`config.mk`:
```
export PLATFORM = sky130hd
export DESIGN_NAME = dba_arbiter
export DESIGN_NICKNAME = d
export VERILOG_FILES = /design/src/design/dba_pkg.sv /design/src/design/dba_arbiter.sv /design/src/design/dba_buffer.sv
export SDC_FILE = /design/constraint.sdc
export NUM_CORES = 1
export LEC_CHECK = 0
export BUFFER_PORTS_ARGS = -buffer_cell sky130_fd_sc_hd__buf_2
export CAP_MARGIN = 20
export CORE_MARGIN = 2
export CORE_UTILIZATION = 50
export CTS_BUF_LIST = sky130_fd_sc_hd__clkbuf_16
export CTS_CLUSTER_DIAMETER = 50
export DETAILED_ROUTE_END_ITERATION = 16
export PLACE_DENSITY = 0.78
export SYNTH_ARGS = -nofsm -noshare
export SYNTH_HDL_FRONTEND = slang
export SYNTH_SLANG_ARGS = --single-unit
```
`constraint.sdc`:
```
create_clock -name CLOCK -period 14.1 [get_ports CLOCK]
set_input_delay 1.41 -clock CLOCK [delete_from_list [all_inputs] [get_ports CLOCK]]
set_output_delay 1.41 -clock CLOCK [all_outputs]
set_load 0.01 [all_outputs]
```
`src/design/dba_pkg.sv`:
```
package dba_pkg;

  localparam int unsigned DBA_DATA_W    = 32;
  localparam int unsigned DBA_LANE_W    = 4;
  localparam int unsigned DBA_MAX_BURST = 16;
  localparam int unsigned DBA_ROW_WORDS = 256;
  localparam int unsigned DBA_ROW_GAP   = 4;
  localparam int unsigned DBA_BUF_DEPTH = 2;
  localparam int unsigned DBA_WORD_BYTES = 4;
  localparam int unsigned DBA_CNT_W     = 5;

  localparam logic        DBA_DIR_READ  = 1'b0;
  localparam logic        DBA_DIR_WRITE = 1'b1;

  // buffer word: address, byte lanes, data (reads use the data field only)
  localparam int unsigned DBA_BUF_W = 2 * DBA_DATA_W + DBA_LANE_W;

  typedef enum logic {ARB_GRANTED, ARB_DEAD} dba_arb_e;
  typedef enum logic {TGT_IDLE, TGT_DATA} dba_tgt_e;

endpackage : dba_pkg

```
`src/design/dba_arbiter.sv`:
```
`timescale 1ns/1ps
`default_nettype none

module dba_arbiter
  import dba_pkg::*;
#(
  parameter int unsigned ROW_WORDS = DBA_ROW_WORDS,
  parameter int unsigned ROW_GAP   = DBA_ROW_GAP,
  parameter int unsigned BUF_DEPTH = DBA_BUF_DEPTH
) (
  input  wire logic                  CLOCK,
  input  wire logic                  NRST,
  input  wire logic                  TRANSFER_BUS_CLOCK,
  input  wire logic                  HOST_CTRL_REQUEST,
  input  wire logic                  AUDIO_REQUEST,
  output logic                       HOST_CTRL_GRANT,
  output logic                       AUDIO_GRANT,
  output logic                       ANY_REQUEST,
  input  wire logic                  FRAME,
  input  wire logic                  IRDY,
  output logic                       TRDY,
  input  wire logic                  TRANSFER_DIRECTION,
  input  wire logic [DBA_DATA_W-1:0] ADDR_WDATA_BUS,
  input  wire logic [DBA_LANE_W-1:0] LENGTH_BYTE_LANES,
  output logic [DBA_DATA_W-1:0]      READ_DATA_BUS,
  output logic                       MEM_WR_VALID,
  input  wire logic                  MEM_WR_READY,
  output logic [DBA_DATA_W-1:0]      MEM_WR_ADDR,
  output logic [DBA_DATA_W-1:0]      MEM_WR_DATA,
  output logic [DBA_LANE_W-1:0]      MEM_WR_LANES,
  output logic                       MEM_RD_REQ,
  input  wire logic                  MEM_RD_ACCEPT,
  output logic [DBA_DATA_W-1:0]      MEM_RD_ADDR,
  input  wire logic                  MEM_RD_VALID,
  input  wire logic [DBA_DATA_W-1:0] MEM_RD_DATA,
  output logic                       MEM_RD_READY
);

  localparam int unsigned ROW_BITS = $clog2(ROW_WORDS);
  localparam int unsigned CW       = $clog2(BUF_DEPTH + 1);
  localparam int unsigned GW       = $clog2(ROW_GAP + 1);

  dba_arb_e              arb_state;
  dba_tgt_e              tgt_state;
  logic                  dead_high;
  logic                  done_seen;
  logic                  granted;
  logic                  arb_update;
  logic                  xfer_write;
  logic [DBA_DATA_W-1:0] bus_addr;
  logic [DBA_CNT_W-1:0]  burst_len;
  logic [DBA_CNT_W-1:0]  words_done;
  logic [DBA_CNT_W-1:0]  reqs_issued;
  logic [CW-1:0]         outstanding;
  logic [GW-1:0]         row_stall;
  logic                  start;
  logic                  word_take;
  logic                  rd_take;
  logic                  rd_return;
  logic                  done;
  logic                  stall_trig;
  logic                  buf_in_valid;
  logic                  buf_in_ready;
  logic [DBA_BUF_W-1:0]  buf_in_data;
  logic                  buf_out_valid;
  logic                  buf_out_ready;
  logic [DBA_BUF_W-1:0]  buf_out_data;
  logic [CW-1:0]         buf_count;

  // length field 0..15 encodes bursts of 1..16 words
  function automatic logic [DBA_CNT_W-1:0] len_decode(input logic [DBA_LANE_W-1:0] f);
    return {1'b0, f} + DBA_CNT_W'(1);
  endfunction : len_decode
  function automatic logic row_start(input logic [DBA_DATA_W-1:0] a);
    return (a[ROW_BITS+1:2] == '0);
  endfunction : row_start
  function automatic logic [DBA_DATA_W-1:0] next_word(input logic [DBA_DATA_W-1:0] a);
    return a + DBA_DATA_W'(DBA_WORD_BYTES);
  endfunction : next_word

  assign ANY_REQUEST = HOST_CTRL_REQUEST | AUDIO_REQUEST;
  assign granted     = HOST_CTRL_GRANT | AUDIO_GRANT;
  // transfer bus clock is sampled; grants only move in its low phase
  assign arb_update  = !TRANSFER_BUS_CLOCK;

  // arbitration: two states, grant flops written only here
  always_ff @(posedge CLOCK or negedge NRST) begin
    if (!NRST) begin
      arb_state       <= ARB_GRANTED;
      HOST_CTRL_GRANT <= 1'b0;
      AUDIO_GRANT     <= 1'b1;
    end else if (arb_update) begin
      case (arb_state)
        ARB_GRANTED: begin
          // release only after a finished transfer, or an idle audio park
          if (done_seen ||
              (AUDIO_GRANT && HOST_CTRL_REQUEST && !FRAME && tgt_state == TGT_IDLE)) begin
            arb_state       <= ARB_DEAD;
            HOST_CTRL_GRANT <= 1'b0;
            AUDIO_GRANT     <= 1'b0;
          end
        end
        ARB_DEAD: begin
          if (dead_high) begin
            arb_state       <= ARB_GRANTED;
            HOST_CTRL_GRANT <= HOST_CTRL_REQUEST;
            AUDIO_GRANT     <= !HOST_CTRL_REQUEST;
          end
        end
        default: begin
          arb_state       <= ARB_DEAD;
          HOST_CTRL_GRANT <= 1'b0;
          AUDIO_GRANT     <= 1'b0;
        end
      endcase
    end
  end

  // dead phase must see a whole high phase of the bus clock with no grant
  always_ff @(posedge CLOCK or negedge NRST) begin
    if (!NRST) begin
      dead_high <= 1'b0;
    end else if (arb_state != ARB_DEAD) begin
      dead_high <= 1'b0;
    end else if (TRANSFER_BUS_CLOCK) begin
      dead_high <= 1'b1;
    end
  end

  // done may pulse during the high phase; hold it until the arbiter looks
  always_ff @(posedge CLOCK or negedge NRST) begin
    if (!NRST) begin
      done_seen <= 1'b0;
    end else if (done) begin
      done_seen <= 1'b1;
    end else if (arb_update && arb_state == ARB_GRANTED) begin
      done_seen <= 1'b0;
    end
  end

  // target side: a new burst waits until all old words are gone
  assign start = (tgt_state == TGT_IDLE) && FRAME && granted &&
                 (buf_count == '0) && (outstanding == '0);
  assign TRDY  = (tgt_state == TGT_DATA) && (row_stall == '0) &&
                 (words_done < burst_len) &&
                 (xfer_write ? buf_in_ready : buf_out_valid);
  assign word_take = (tgt_state == TGT_DATA) && IRDY && TRDY;
  assign done = (tgt_state == TGT_DATA) && !FRAME &&
                (!IRDY || word_take || words_done == burst_len);

  always_ff @(posedge CLOCK or negedge NRST) begin
    if (!NRST) begin
      tgt_state  <= TGT_IDLE;
      xfer_write <= DBA_DIR_READ;
      burst_len  <= '0;
    end else if (start) begin
      tgt_state  <= TGT_DATA;
      xfer_write <= TRANSFER_DIRECTION;
      burst_len  <= len_decode(LENGTH_BYTE_LANES);
    end else if (done) begin
      tgt_state  <= TGT_IDLE;
    end
  end

  always_ff @(posedge CLOCK or negedge NRST) begin
    if (!NRST) begin
      bus_addr   <= '0;
      words_done <= '0;
    end else if (start) begin
      bus_addr   <= ADDR_WDATA_BUS;
      words_done <= '0;
    end else if (word_take) begin
      bus_addr   <= next_word(bus_addr);
      words_done <= words_done + DBA_CNT_W'(1);
    end
  end

  // read requests toward memory, limited by buffer room in flight
  assign MEM_RD_REQ = (tgt_state == TGT_DATA) && !xfer_write && (row_stall == '0) &&
                      (reqs_issued < burst_len) &&
                      ({1'b0, outstanding} + {1'b0, buf_count} < (CW + 1)'(BUF_DEPTH));
  assign rd_take    = MEM_RD_REQ && MEM_RD_ACCEPT;
  // stray words returning after an early end are drained and dropped; words already in the buffer stay
  assign MEM_RD_READY = !xfer_write && ((tgt_state == TGT_IDLE) || buf_in_ready);
  assign rd_return  = MEM_RD_VALID && MEM_RD_READY;

  always_ff @(posedge CLOCK or negedge NRST) begin
    if (!NRST) begin
      MEM_RD_ADDR <= '0;
      reqs_issued <= '0;
    end else if (start) begin
      MEM_RD_ADDR <= ADDR_WDATA_BUS;
      reqs_issued <= '0;
    end else if (rd_take) begin
      MEM_RD_ADDR <= next_word(MEM_RD_ADDR);
      reqs_issued <= reqs_issued + DBA_CNT_W'(1);
    end
  end

  always_ff @(posedge CLOCK or negedge NRST) begin
    if (!NRST) begin
      outstanding <= '0;
    end else if (rd_take && !rd_return) begin
      outstanding <= outstanding + CW'(1);
    end else if (rd_return && !rd_take) begin
      outstanding <= outstanding - CW'(1);
    end
  end

  // pause sits on the bus at the row crossing, either direction; costs ROW_GAP cycles
  assign stall_trig = word_take && row_start(next_word(bus_addr));

  always_ff @(posedge CLOCK or negedge NRST) begin
    if (!NRST) begin
      row_stall <= '0;
    end else if (stall_trig) begin
      row_stall <= GW'(ROW_GAP);
    end else if (row_stall != '0) begin
      row_stall <= row_stall - GW'(1);
    end
  end

  // one buffer serves both directions; its far side can stall
  assign buf_in_valid  = xfer_write ? word_take : (MEM_RD_VALID && tgt_state == TGT_DATA);
  assign buf_in_data   = xfer_write ? {bus_addr, LENGTH_BYTE_LANES, ADDR_WDATA_BUS}
                                    : {DBA_DATA_W'(0), DBA_LANE_W'(0), MEM_RD_DATA};
  assign buf_out_ready = xfer_write ? MEM_WR_READY : word_take;
  assign MEM_WR_VALID  = xfer_write && buf_out_valid;
  assign MEM_WR_DATA   = buf_out_data[DBA_DATA_W-1:0];
  assign MEM_WR_LANES  = buf_out_data[DBA_DATA_W+DBA_LANE_W-1:DBA_DATA_W];
  assign MEM_WR_ADDR   = buf_out_data[DBA_BUF_W-1:DBA_DATA_W+DBA_LANE_W];
  assign READ_DATA_BUS = buf_out_data[DBA_DATA_W-1:0];

  dba_buffer #(
    .WIDTH (DBA_BUF_W),
    .DEPTH (BUF_DEPTH)
  ) u_buffer (
    .clock     (CLOCK),
    .nrst      (NRST),
    .in_valid  (buf_in_valid),
    .in_ready  (buf_in_ready),
    .in_data   (buf_in_data),
    .out_valid (buf_out_valid),
    .out_ready (buf_out_ready),
    .out_data  (buf_out_data),
    .count     (buf_count)
  );
endmodule : dba_arbiter

`default_nettype wire

```
`src/design/dba_buffer.sv`:
```
`timescale 1ns/1ps
`default_nettype none

module dba_buffer #(
  parameter int unsigned WIDTH = 68,
  parameter int unsigned DEPTH = 2
) (
  input  wire logic                       clock,
  input  wire logic                       nrst,
  input  wire logic                       in_valid,
  output logic                            in_ready,
  input  wire logic [WIDTH-1:0]           in_data,
  output logic                            out_valid,
  input  wire logic                       out_ready,
  output logic [WIDTH-1:0]                out_data,
  output logic [$clog2(DEPTH+1)-1:0]      count
);

  localparam int unsigned PW = (DEPTH > 1) ? $clog2(DEPTH) : 1;
  localparam int unsigned CW = $clog2(DEPTH+1);

  logic [WIDTH-1:0] mem [DEPTH];
  logic [PW-1:0]    wr_ptr;
  logic [PW-1:0]    rd_ptr;
  logic             push;
  logic             pop;

  function automatic logic [PW-1:0] ptr_inc(input logic [PW-1:0] p);
    if (p == PW'(DEPTH - 1)) begin
      return '0;
    end
    return p + PW'(1);
  endfunction : ptr_inc

  assign in_ready  = (count != CW'(DEPTH));
  assign out_valid = (count != '0);
  assign out_data  = mem[rd_ptr];
  assign push      = in_valid && in_ready;
  assign pop       = out_valid && out_ready;

  always_ff @(posedge clock) begin
    if (push) begin
      mem[wr_ptr] <= in_data;
    end
  end

  always_ff @(posedge clock or negedge nrst) begin
    if (!nrst) begin
      wr_ptr <= '0;
      rd_ptr <= '0;
      count  <= '0;
    end else begin
      if (push) begin
        wr_ptr <= ptr_inc(wr_ptr);
      end
      if (pop) begin
        rd_ptr <= ptr_inc(rd_ptr);
      end
      if (push && !pop) begin
        count <= count + CW'(1);
      end else if (pop && !push) begin
        count <= count - CW'(1);
      end
    end
  end

endmodule : dba_buffer

`default_nettype wire

```
* Yosys cells after proc, flatten, opt, wreduce, memory -nomap -nowiden
Memory sizes are Yosys's and may differ from the RTL's. Index checks and enable logic that the tools add are counted.
Operators by class: add/sub/neg operators 13, order comparisons 3, equal/unequal tests 5, muxes and demuxes 42, bitwise logic cells 5, reductions and logical operators 58
Operator list (count):
- $mux 32 | 4
- $mux 68 | 1
- $add 32x3->32 const B | 2
- $logic_and 1x1->1 | 31
- $mux 1 | 24
- $mux 5 | 4
- $reduce_bool 2->1 | 8
- $add 5x1->5 const B | 2
- $lt 5x5->1 | 2
- $logic_not 1->1 | 9
- $logic_not 8->1 | 1
- $mux 2 | 4
- $mux 3 | 2
- $ne 2x2->1 const B | 3
- $pmux 1 s2 | 3
- $add 4x1->5 const B | 1
- $eq 5x5->1 | 1
- $add 2x1->2 const B | 2
- $logic_not 2->1 | 2
- $logic_or 1x1->1 | 4
- $sub 2x1->2 const B | 2
- $add 2x2->3 | 1
- $logic_not 3->1 | 1
- $lt 3x2->1 const B | 1
- 7 further kinds | 11
Storage, ports and cells: flip-flop bits (word level) 95, RAM bits 136, bits of input ports 79, output and inout port bits 139, word-level logic and storage cells 144, memories kept 1
Memories:
- u_buffer.mem | words 2, bits a word 68, rd ports 1, clocked after Yosys merged registers in 0, write ports 1, RTL line dba_buffer.sv:22 | logic [WIDTH-1:0] mem [DEPTH];

* Depth between registers and ports, before layout
Gate-level depths: netlist (run 1).
word-level depth 11, mapped depth 12, depth with buffers taken out 11

* Cells and area by module
From an unflattened synthesis (run 1), not the netlist that was laid out.
Unflattened totals: cells, all modules 981, area, all modules 11707.5 µm²
Modules (own cells, without submodules):
- dba_arbiter | instances 1, cells an instance 751, area each 6563.8 µm², sequential area each 2278.4 µm²
- dba_buffer | instances 1, cells an instance 230, area each 5143.7 µm², sequential area each 4184.0 µm²

* Least setup slack after synthesis (run 1)
OpenSTA, ideal clock, no wires.
path type input to register, start in IRDY, end mem u_buffer.mem[0][0], enable pin, setup time 0.495 ns, arrival time 5.047 ns, required time 13.605 ns, slack 8.558 ns, stages 5, buffers on the path 1, cells stage by stage nand2_1 -> nor3_1 -> clkbuf_1 -> a21oi_1 -> nor2_1
Between the ends: word-level cells in the longest chain between the ends 6
Ends and longest elaborated chain:
- from (decl) | RTL line dba_arbiter.sv:20 | input wire logic IRDY,
- $logic_and 1x1->1 (2 in a row) | RTL line dba_arbiter.sv:147 | assign word_take = (tgt_state == TGT_DATA) && IRDY && TRDY;
- $mux 1 | RTL line dba_arbiter.sv:224 | assign buf_in_valid = xfer_write ? word_take : (MEM_RD_VALID && tgt_state == TGT_DATA);
- $logic_and 1x1->1 | RTL line dba_buffer.sv:38 | assign push = in_valid && in_ready;
- $mux 1 | RTL line dba_buffer.sv:42 | if (push) begin
- $mux 1 (implied by the code) | RTL line dba_buffer.sv:43 | mem[wr_ptr] <= in_data;
- to (decl) | RTL line dba_buffer.sv:22
Every way passes these cells.

* Worst setup path after layout (run 1)
start reg u_buffer.count[0], end out MEM_RD_REQ
Between the ends: word-level cells in the longest chain between the ends 3
Ends and longest elaborated chain:
- from (decl) | RTL line dba_buffer.sv:16 | output logic [$clog2(DEPTH+1)-1:0] count
- from (signal assigned) | RTL line dba_buffer.sv:60 | count <= count + CW'(1);
- from (signal assigned) | RTL line dba_buffer.sv:62 | count <= count - CW'(1);
- $add 2x2->3 | RTL line dba_arbiter.sv:181 | ({1'b0, outstanding} + {1'b0, buf_count} < (CW + 1)'(BUF_DEPTH));
- $lt 3x2->1 | RTL line dba_arbiter.sv:181
- $logic_and 1x1->1 | RTL line dba_arbiter.sv:180 | (reqs_issued < burst_len) &&
- to (decl) | RTL line dba_arbiter.sv:31 | output logic MEM_RD_REQ,
Every way passes these cells.

==> results of run 1 <==
per-layer routing:
metal	routed length, um	up-vias	part of all wire
met4	794	0	0.028
met3	1856	60	0.066
met1	11780	4151	0.42
met2	13890	325	0.49
met5	0	-	0
li1	-	3978	-
metrics by stage:
step / setup slack, ps / hold slack [ps] / instances / utilization / total power, uW
after floorplan: 8558 / 438.2 / 984 / - / 1599
after global placement: 10590 / 452.8 / 1415 / 0.5599 / 1848
after detailed placement: 10500 / 455.1 / 1415 / 0.5599 / 1872
after CTS: 10020 / 470.6 / 1460 / 0.5937 / 2492
after global routing: 9866 / 488.1 / 1460 / 0.5937 / 2623
final: 9997 / 472.0 / 1460 / 0.5937 / 2479
logic make-up after synthesis:
kind of cell | synth area share
adder cells (fa/ha/maj) | 0.02226
buffers and inverters | 0.04733
AO/OA/AOI/OAI | 0.1045
AND/OR/NAND/NOR | 0.1460
multiplexers | 0.1045
flip-flops | 0.5581
XOR/XNOR | 0.01740
worst max-delay path: stages (launching register included):
cell and delay (ps):
dfrtp_1 450, and2_1 190, fa_1 440, nor4_2 300, nand3_1 330, a21oi_1 300
buf_2 180
cell usage in the layout (no fill, tap or decap), types with 5 or more instances in the layout:
cell | netlist | final
mux2_2 | 103 | 103
and2_1 | 49 | 49
or3_1 | 10 | 10
o31ai_1 | 10 | 9
clkinv_1 | 0 | 9
buf_4 | 32 | 12
a211o_1 | 5 | 5
nor4_1 | 11 | 11
a21boi_0 | 8 | 8
nor2_1 | 46 | 44
a221o_1 | 13 | 13
or4_1 | 9 | 9
nor3b_1 | 5 | 5
o31a_1 | 8 | 8
nand2b_1 | 5 | 5
nand2_1 | 82 | 82
xnor2_1 | 15 | 15
a2111oi_0 | 7 | 7
clkbuf_16 | 0 | 25
inv_1 | 31 | 36
buf_2 | 3 | 216
and3_1 | 13 | 13
nand4_1 | 20 | 20
a21oi_1 | 16 | 16
o21ai_0 | 48 | 48
a31oi_1 | 12 | 12
mux2i_1 | 5 | 5
nand3_1 | 34 | 34
dfrtp_1 | 94 | 92
a21o_1 | 12 | 12
nor3_1 | 15 | 14
ha_1 | 19 | 19
xor2_1 | 8 | 8
edfxtp_1 | 136 | 136
final cells by class:
class,instances,area [sq um],share of cell area
Tap cell,285,356.6,0.02645
Clock inverter,20,142.6,0.01058
Timing Repair Buffer,228,1171,0.08686
Inverter,31,116.4,0.008630
Sequential cell,231,6467,0.4797
Multi-Input combinational cell,640,4603,0.3414
Clock buffer,25,625.6,0.04640
where the power goes:
part           internal (uW)  switching, uW  total, uW
Combinational            360            393        754
Sequential               888            220       1110
Clock                    358            260        618
sequential cells by signal, summed over array words and instances, names as in the netlist:
name	count
arb_state	1
burst_len	5
done_seen	1
MEM_RD_ADDR	32
words_done	5
dead_high	1
u_buffer.rd_ptr	1
u_buffer.count	2
AUDIO_GRANT	1
xfer_write	1
bus_addr	32
u_buffer.wr_ptr	1
row_stall	3
outstanding	2
tgt_state	1
u_buffer.mem	136
HOST_CTRL_GRANT	1
reqs_issued	5
how the worst max path moves through the flow:
stage                         endpoint  slack [ps]              start  cells past startpoint
detailed placement      MEM_RD_ADDR[3]       10500              FRAME                      6
floorplan           u_buffer.mem[0][0]        8560               IRDY                      5
global route                MEM_RD_REQ        9870  u_buffer.count[0]                      6
CTS                         MEM_RD_REQ       10020     outstanding[0]                      6
finish                      MEM_RD_REQ       10000  u_buffer.count[0]                      6
global placement            MEM_RD_REQ       10590  u_buffer.count[0]                      6
==> run summary, run 1 <==
Worst Hold Depth -> 2
GRT Total Usage -> 0.2307
Fin. Hold Viols -> 0
Synth cell count leaders -> edfxtp_1 (136), mux2_2 (103), dfrtp_1 (94)
Worst VDD drop -> 106.9 uV
Mapped Avg Cell Area -> 11.77 sq um
Leakage power -> 0.005500 uW
Class of the worst hold path -> flop to flop
Starting Density -> 0.5099
Post-synth top area share -> 0.3527
GR Util met3 -> 0.04167
First-pass DRT Iterations -> 6
Initial antenna violation count -> 0
CTS resizes -> 0
Part of the cycle the worst path needs -> 0.2910
R2R Setup Slk -> 10620 ps
Core Box Area -> 0.02271 sq mm
Vias per cell -> 5.832
Seq cells post-synth -> 231
Slew Limit Headroom -> 0.2984
Deepest clock path buffer count -> 3
Fillers -> 1875
Io pins -> 218
Worst setup SP type -> flop
First-pass GRT wire length -> 44270 um
Root Driver -> clkbuf_16
Number of global-route vias before repair -> 8286
Die area -> 0.02439 sq mm
Crit path DAT -> 2690 ps
Antenna cells -> 0
RSZ-0062 raised after global routing -> false
Placement-stage cell area -> 0.01271 sq mm
Post-CTS setup buffers -> 0
Global route hottest layer -> met2
TritonCTS Sinks -> 231
Dpl hpwl -> 19360 um
Period minus WS final -> 4103 ps
Max cap viols -> 0
WL/cell -> 19.40 um
Cell area after layout -> 0.01348 sq mm
Final setup TNS -> 0 ps
Count leader, synth -> edfxtp_1
Post-synthesis sequential area ratio -> 0.5581
Fin nets -> 1256
Critical R2R Capture -> u_buffer.mem[0][33]
Final setup violation count -> 0
# hold bufs at CTS -> 0
Final Skew -> 26.50 ps
Placer Congestion -> 0.8452
Clock latency at the later pin of the worst-skew pair -> 530 ps
CTS tree -> done
Worst-path maximum fanout -> 7
Power per cell area -> 183.9 mW/mm^2
Syn Std Cell Area -> 0.01158 sq mm
Hold Crit Start -> bus_addr[0]
Drt drc -> 0
Area Overhead vs Synth -> 16.43%
R2r worst-path depth -> 7
Vias -> 8514
Actual slew at the worst max-slew pin -> 1052 ps
Post-synthesis instance total -> 984
WP data required -> 12690 ps
Hold EP -> bus_addr[0]
Total gr overflow -> 0
Critical path type -> flop to output port
Die Ht -> 156.2 um
Post-Route WL -> 28330 um
CP endpoint kind -> output port
Syn. warnings -> 0
Fraction of layout cells with a size suffix above 1 -> 0.3277
Floorplan row count -> 55
Largest net degree at the start of global routing -> 70
Area leader, netlist -> edfxtp_1
ANT nets after route -> 0
Worst-path clk slew -> 60 ps
Status -> completed
Final slew viol count -> 0
Post-Syn Nets -> 1083
Synth cell types -> 68
Top cells by area, synth -> edfxtp_1 (35%), dfrtp_1 (20%), mux2_2 (10%), nand2_1 (2.7%), and2_1 (2.6%)
Met2 usage -> 0.3814
Num CTS Buffers -> 25
H-tree depth -> 1
EDFF count, synth -> 136
Post-synthesis async set-or-reset flop share -> 0.4113
Most used DFF post-synth -> edfxtp_1
Met1 Use GR -> 0.3106
I/O Buffers -> 217
Worst R2R Start -> xfer_write
Die W -> 156.2 um
Fmax -> 243.7 MHz
Starting DRT DRC Count -> 822
Power figures use the tool's default switching activity.
==> run 2: changes to the inputs <==
--- a/config.mk
+++ b/config.mk
@@ -5,6 +5,7 @@
 export SDC_FILE = /design/constraint.sdc
 export NUM_CORES = 1
 export LEC_CHECK = 0
+export ABC_AREA = 1
 export BUFFER_PORTS_ARGS = -buffer_cell sky130_fd_sc_hd__buf_2
 export CAP_MARGIN = 20
 export CORE_MARGIN = 2
@@ -12,7 +13,7 @@
 export CTS_BUF_LIST = sky130_fd_sc_hd__clkbuf_16
 export CTS_CLUSTER_DIAMETER = 50
 export DETAILED_ROUTE_END_ITERATION = 16
-export PLACE_DENSITY = 0.78
+export PLACE_DENSITY = 0.81
 export SYNTH_ARGS = -nofsm -noshare
 export SYNTH_HDL_FRONTEND = slang
 export SYNTH_SLANG_ARGS = --single-unit
==> constraint.sdc (replaced) <==
create_clock -name CLOCK -period 3.4 [get_ports CLOCK]
set_input_delay 0.34 -clock CLOCK [delete_from_list [all_inputs] [get_ports CLOCK]]
set_output_delay 0.34 -clock CLOCK [all_outputs]
set_load 0.01 [all_outputs]
==> run 2 against run 1 <==
- synthesized cell count increased by 52%
- largest power group unchanged
- die area is 5.0% higher
- global-route usage is 1.5 points higher
- area after synthesis rose by 5.1%
- flip-flop and latch count unchanged
- worst hold slack got worse by 430 ps
- utilization is 0.88 points lower
- setup slack lost 9200 ps
- combinational power increased to 5.2 times the previous value
==> run summary, run 2 <==
Initial antenna violation count -> 0
Fin. Hold Viols -> 0
Sequential power share -> 0.407
Largest register FFs -> 136
GRT Total Usage -> 0.2462
Syn. warnings -> 0
Largest regs -> u_buffer.mem x136, MEM_RD_ADDR x32, bus_addr x32
Drt drc -> 0
Dpl hpwl -> 22790 um
Power per cell area -> 767.0 mW/mm^2
Part of the cycle the worst path needs -> 0.7519
Critical Path, Cell by Cell -> ha_1 -> a21oi_1 -> o21ai_0 -> nand2_1 -> nand3_4 -> nand2_1 -> nand2_1 -> ha_1 -> a21oi_1 -> o21ai_0 -> xor2_1
Die Ht -> 160.0 um
Final setup TNS -> 0 ps
I/O Buffers -> 217
Post-synth top area share -> 0.3355
Synth cell types -> 39
Pint -> 6526 uW
Critical path startpoint -> words_done[2]
Final setup violation count -> 0
Post-synthesis instance total -> 1494
Worst setup SP type -> flop
Switching pwr -> 4289 uW
Area leader, netlist -> edfxtp_1
Leakage power -> 0.006950 uW
WP data required -> 3800 ps
Die area -> 0.02561 sq mm
Class of the worst hold path -> primary input to flop
Top cell by count, worst path -> nand2_1
Largest net degree at the start of global routing -> 78
WL/cell -> 16.06 um
Count leader, synth -> nand2_1
Io pins -> 218
Worst VDD drop -> 324.6 uV
H-tree depth -> 1
Number of global-route vias before repair -> 10100
Crit path to -> u_buffer.count[1]
Worst-path maximum fanout -> 25
Deepest clock path buffer count -> 3
Critical path type -> flop to flop
TritonCTS Sinks -> 231
Max cap viols -> 0
First-pass DRT Iterations -> 5
Buf/Inv on CP -> 0
Clock Power Share -> 0.233
First-pass GRT wire length -> 51310 um
Num CTS Buffers -> 24
Top cells by area, synth -> edfxtp_1 (34%), nand2_1 (21%), dfrtp_1 (19%), nand3_1 (4.9%), nor2_1 (3.9%)
Cell area after layout -> 0.01410 sq mm
CTS tree -> done
Fin nets -> 1770
Fmax -> 391.2 MHz
CP endpoint kind -> flop
Mapped Avg Cell Area -> 8.147 sq um
Placer Congestion -> 0.9445
Status -> completed
Post-synthesis sequential area ratio -> 0.5309
Crit path DAT -> 2960 ps
Post-synthesis async set-or-reset flop share -> 0.4113
Most frequent cells in the layout -> nand2_1 (697), buf_2 (216), edfxtp_1 (136), nor2_1 (124), nand3_1 (118)
Final Skew -> 12.37 ps
Vias -> 10700
Stages on the worst setup path -> 11
Antenna cells -> 0
Floorplan row count -> 57
CTS resizes -> 0
Seq cells post-synth -> 231
Area Overhead vs Synth -> 15.84%
Critical R2R Capture -> u_buffer.count[1]
Final slew viol count -> 0
Worst R2R Start -> words_done[2]
Slew Limit Headroom -> 0.4105
Root Driver -> clkbuf_16
Critical-path top delay cell -> dfrtp_1
Period minus WS final -> 2556 ps
Worst-path clk slew -> 70 ps
Largest reg by FF count -> u_buffer.mem
Vias per cell -> 5.315
Synth cell count leaders -> nand2_1 (697), edfxtp_1 (136), nor2_1 (125)
CP top delay family -> simple AND/OR/NAND/NOR gates
Total gr overflow -> 0
Most used DFF post-synth -> edfxtp_1
Placement-stage cell area -> 0.01333 sq mm
ANT nets after route -> 0
Starting Density -> 0.5049
Post-CTS setup buffers -> 0
Core Box Area -> 0.02411 sq mm
# hold bufs at CTS -> 1
R2R Setup Slk -> 840 ps
R2r worst-path depth -> 11
RSZ-0062 raised after global routing -> false
Sw frac -> 0.3966
Actual slew at the worst max-slew pin -> 884.3 ps
Fraction of layout cells with a size suffix above 1 -> 0.1741
Clock latency at the later pin of the worst-skew pair -> 520 ps
Starting DRT DRC Count -> 1045
Commonest non-fill, non-tap cell in the layout -> nand2_1
EDFF count, synth -> 136
Post-Syn Nets -> 1593
Logic pwr share -> 0.359
Crit-path max cell delay -> 430 ps
Syn Std Cell Area -> 0.01217 sq mm
Die W -> 160.0 um
Post-Route WL -> 32330 um
[run 2: cell count changes in the layout (fill, tap and decap cells not counted), moves of 19 or more]
| cell | previous run | this run |
|---|---|---|
| and2_1 | 49 | 0 |
| inv_1 | 36 | 92 |
| mux2_2 | 103 | 0 |
| nand2_1 | 82 | 697 |
| nand3_1 | 34 | 118 |
| nand3b_1 | 2 | 26 |
| nor2_1 | 44 | 124 |
| o21ai_0 | 48 | 22 |
| xor2_1 | 8 | 27 |
[run 2: final cells by class]
type / instances / area (sq um)
inverters: 94 / 352.8
clock inverters: 19 / 130.1
clock buffers: 25 / 625.6
repair buffers: 232 / 1229
fillers: 2154 / 10010
well taps: 324 / 405.4
multi-input cells: 1088 / 4892
flip-flops and latches: 231 / 6465
[run 2: tightest hold or removal path: cells and delay by family]
kind	cells	cell delay, ps
buf+inv	1	80
simple gates	1	40
compound gates	1	60
[run 2: kinds of logic after synthesis]
| logic type | after synthesis | share of synthesized area |
|---|---|---|
| AOI/OAI and AO/OA | 41 | 0.01861 |
| DFF | 231 | 0.5309 |
| xor gates and xnor gates | 39 | 0.02806 |
| and+or+nand+nor | 987 | 0.3326 |
| buffers and inverters | 175 | 0.06774 |
| adders and majority gates | 20 | 0.02118 |
| muxes | 1 | 0.0008224 |
[run 2: worst min path at each step]
| stage | start | to | slack [ps] | cells after the start |
|---|---|---|---|---|
| floorplan | NRST | HOST_CTRL_GRANT | 40 | 0 |
| global placement | NRST | dead_high | 470 | 1 |
| detailed placement | NRST | HOST_CTRL_GRANT | 470 | 1 |
| CTS | TRANSFER_DIRECTION | xfer_write | 30 | 3 |
| global route | TRANSFER_DIRECTION | xfer_write | 40 | 3 |
| finish | TRANSFER_DIRECTION | xfer_write | 50 | 3 |
[run 2: per-stage QoR]
step | total power [uW] | std cells | setup WS, ps | utilization | hold WS (ps)
floorplan | 6958 | 1494 | 293.9 | - | 44.41
global placement | 8145 | 1968 | 921.9 | 0.5532 | 467.0
detailed placement | 8306 | 1968 | 891.9 | 0.5532 | 474.4
CTS | 10830 | 2013 | 880.7 | 0.5849 | 31.61
global route | 11490 | 2013 | 514.3 | 0.5849 | 42.87
finish | 10810 | 2013 | 843.7 | 0.5849 | 45.85
[run 2: power groups by stage]
stage	Sequential [uW]	Combinational [uW]	Clock, uW
final	4400	3890	2520
after global routing	4480	4340	2670
after CTS	4380	3900	2550
after detailed placement	4430	3880	0
after global placement	4410	3740	0
after floorplan	4270	2690	0
[run 2: per-layer routing]
layer	vias up	share of wire	GRT usage
li1	5079	-	-
met1	5048	0.41	0.3293
met2	495	0.47	0.4109
met3	77	0.087	0.04208
met4	0	0.030	0.08108
met5	-	0	0
==> run 3: changes to the inputs <==
==> constraint.sdc (replaced) <==
create_clock -name CLOCK -period 2.3 [get_ports CLOCK]
set_input_delay 0.23 -clock CLOCK [delete_from_list [all_inputs] [get_ports CLOCK]]
set_output_delay 0.23 -clock CLOCK [all_outputs]
set_load 0.01 [all_outputs]
==> run 3 against run 2 <==
- via count up 0.82%
- largest cell class unchanged
- worst hold slack lost 41 ps
- global-route usage grew 0.68 points
==> run summary, run 3 (synthesized netlist as in run 2, its figures left out) <==
Status -> completed
Leakage power -> 0.007122 uW
Die Ht -> 160.0 um
Vias per cell -> 5.270
Worst-path clk slew -> 70 ps
Fin nets -> 1804
Slew Limit Headroom -> 0.5304
Sequential power share -> 0.396
Largest regs -> u_buffer.mem x136, MEM_RD_ADDR x32, bus_addr x32
First-pass DRT Iterations -> 5
Floorplan row count -> 57
Post-Route WL -> 33400 um
Antenna cells -> 0
Total gr overflow -> 0
Clock latency at the later pin of the worst-skew pair -> 520 ps
TritonCTS Sinks -> 231
RSZ-0062 raised after global routing -> true
Clock Power Share -> 0.239
Io pins -> 218
Largest reg by FF count -> u_buffer.mem
Root Driver -> clkbuf_16
CTS tree -> done
Largest net degree at the start of global routing -> 65
Die W -> 160.0 um
Die area -> 0.02561 sq mm
Crit path DAT -> 2040 ps
First-pass GRT wire length -> 52070 um
Top cell by count, worst path -> inv_1
Sw frac -> 0.3952
Fmax -> 439.9 MHz
Initial antenna violation count -> 0
Switching pwr -> 6494 uW
Placement-stage cell area -> 0.01357 sq mm
Number of global-route vias before repair -> 10250
WP data required -> 2070 ps
Cell area after layout -> 0.01454 sq mm
Worst-path maximum fanout -> 4
Fraction of layout cells with a size suffix above 1 -> 0.1938
Drt drc -> 0
ANT nets after route -> 0
Power per cell area -> 1130 mW/mm^2
Area Overhead vs Synth -> 19.43%
Class of the worst hold path -> primary input to flop
Commonest non-fill, non-tap cell in the layout -> nand2_1
Part of the cycle the worst path needs -> 0.9884
Logic pwr share -> 0.365
GRT Total Usage -> 0.2530
Largest register FFs -> 136
WL/cell -> 16.32 um
Pint -> 9937 uW
Final setup violation count -> 0
H-tree depth -> 1
Deepest clock path buffer count -> 3
Worst VDD drop -> 495.0 uV
Final setup TNS -> 0 ps
Starting Density -> 0.5049
Actual slew at the worst max-slew pin -> 704.5 ps
Fin. Hold Viols -> 0
Critical Path, Cell by Cell -> ha_1 -> nand2_1 -> inv_1 -> a21oi_1 -> nand4_1 -> inv_1 -> buf_2
Worst setup SP type -> flop
Crit-path max cell delay -> 440 ps
Max cap viols -> 0
Final Skew -> 16.75 ps
Vias -> 10790
CP endpoint kind -> output port
Placer Congestion -> 0.9415
Final slew viol count -> 0
Critical path type -> flop to output port
Dpl hpwl -> 23850 um
Critical-path top delay cell -> dfrtp_1
Core Box Area -> 0.02411 sq mm
I/O Buffers -> 217
Starting DRT DRC Count -> 1195
Period minus WS final -> 2273 ps
Most frequent cells in the layout -> nand2_1 (693), buf_2 (216), edfxtp_1 (136), nor2_1 (123), nand3_1 (118)
Num CTS Buffers -> 25
[run 3: changes by cell type in the layout (fill, tap and decap cells not counted), sizes merged]
cell | before | now
buf | 231 | 255
dlygate4sd3 | 1 | 9
inv | 104 | 96
clkinv | 7 | 11
clkinvlp | 1 | 5
bufinv | 1 | 2
clkbuf | 25 | 26
[run 3: path summary, 6_finish.rpt]
path	startpoint	endpoint	slack, ps	cells after the start
worst max register to register	burst_len[4]	u_buffer.count[1]	50	13
worst min-delay path	MEM_RD_DATA[17]	u_buffer.mem[0][17]	5	3
worst min register to register	bus_addr[1]	bus_addr[1]	480	2
worst max-delay path	reqs_issued[3]	MEM_RD_REQ	30	7
max in group asynchronous	NRST	words_done[2]	1460	3
min in group asynchronous	NRST	dead_high	160	2
[run 3: critical path: cells and delay by family (launching register included)]
family / cells / cell delay [ps]
fa+ha+maj: 1 / 310
compound gates: 1 / 190
flops: 1 / 440
simple gates: 2 / 250
buf+inv: 3 / 340
[run 3: layer usage]
metal / wire length (um) / global-route usage / vias to the layer above / part of all wire
met4: 1024 / 0.09132 / 0 / 0.031
met2: 16030 / 0.4219 / 515 / 0.48
li1: - / - / 5142 / -
met3: 2757 / 0.03351 / 80 / 0.083
met5: 0 / 0 / - / 0
met1: 13580 / 0.3418 / 5050 / 0.41
[run 3: layout make-up]
class | count | area, sq um
inverter | 94 | 356.6
clock inverter | 20 | 180.2
clock buffer | 25 | 625.6
timing repair buffer | 265 | 1580
tap | 324 | 405.4
multi-input combinational | 1088 | 4921
fill | 2072 | 9569
sequential | 231 | 6467
[run 3: timing repair]
action | 4_1_cts | 5_1_grt
pin swaps | 1 | 2
setup buffers | 1 | 2
setup endpoints to repair | 66 | 129
gates resized for setup | 0 | 9
hold endpoints to repair | 35 | 0
hold buffers | 9 | 0
cloned | 0 | 1
[run 3: metrics by stage]
stage	hold WS (ps)	power (uW)	setup slack, ps	util	cells
finish	5.235	16430	26.62	0.6030	2047
global route	17.65	17400	-51.09	0.6030	2047
CTS	1.718	16360	21.83	0.6008	2044
detailed placement	165.2	12420	-56.65	0.5628	1989
global placement	164.0	12180	25.20	0.5628	1989
floorplan	-65.59	10320	-424.4	-	1494
[run 3: power groups by stage]
stage,logic (uW),registers [uW],clock network (uW)
after floorplan,4000,6320,0
after global placement,5690,6490,0
after detailed placement,5880,6540,0
after CTS,5950,6460,3950
after global routing,6680,6600,4120
final,6000,6500,3930
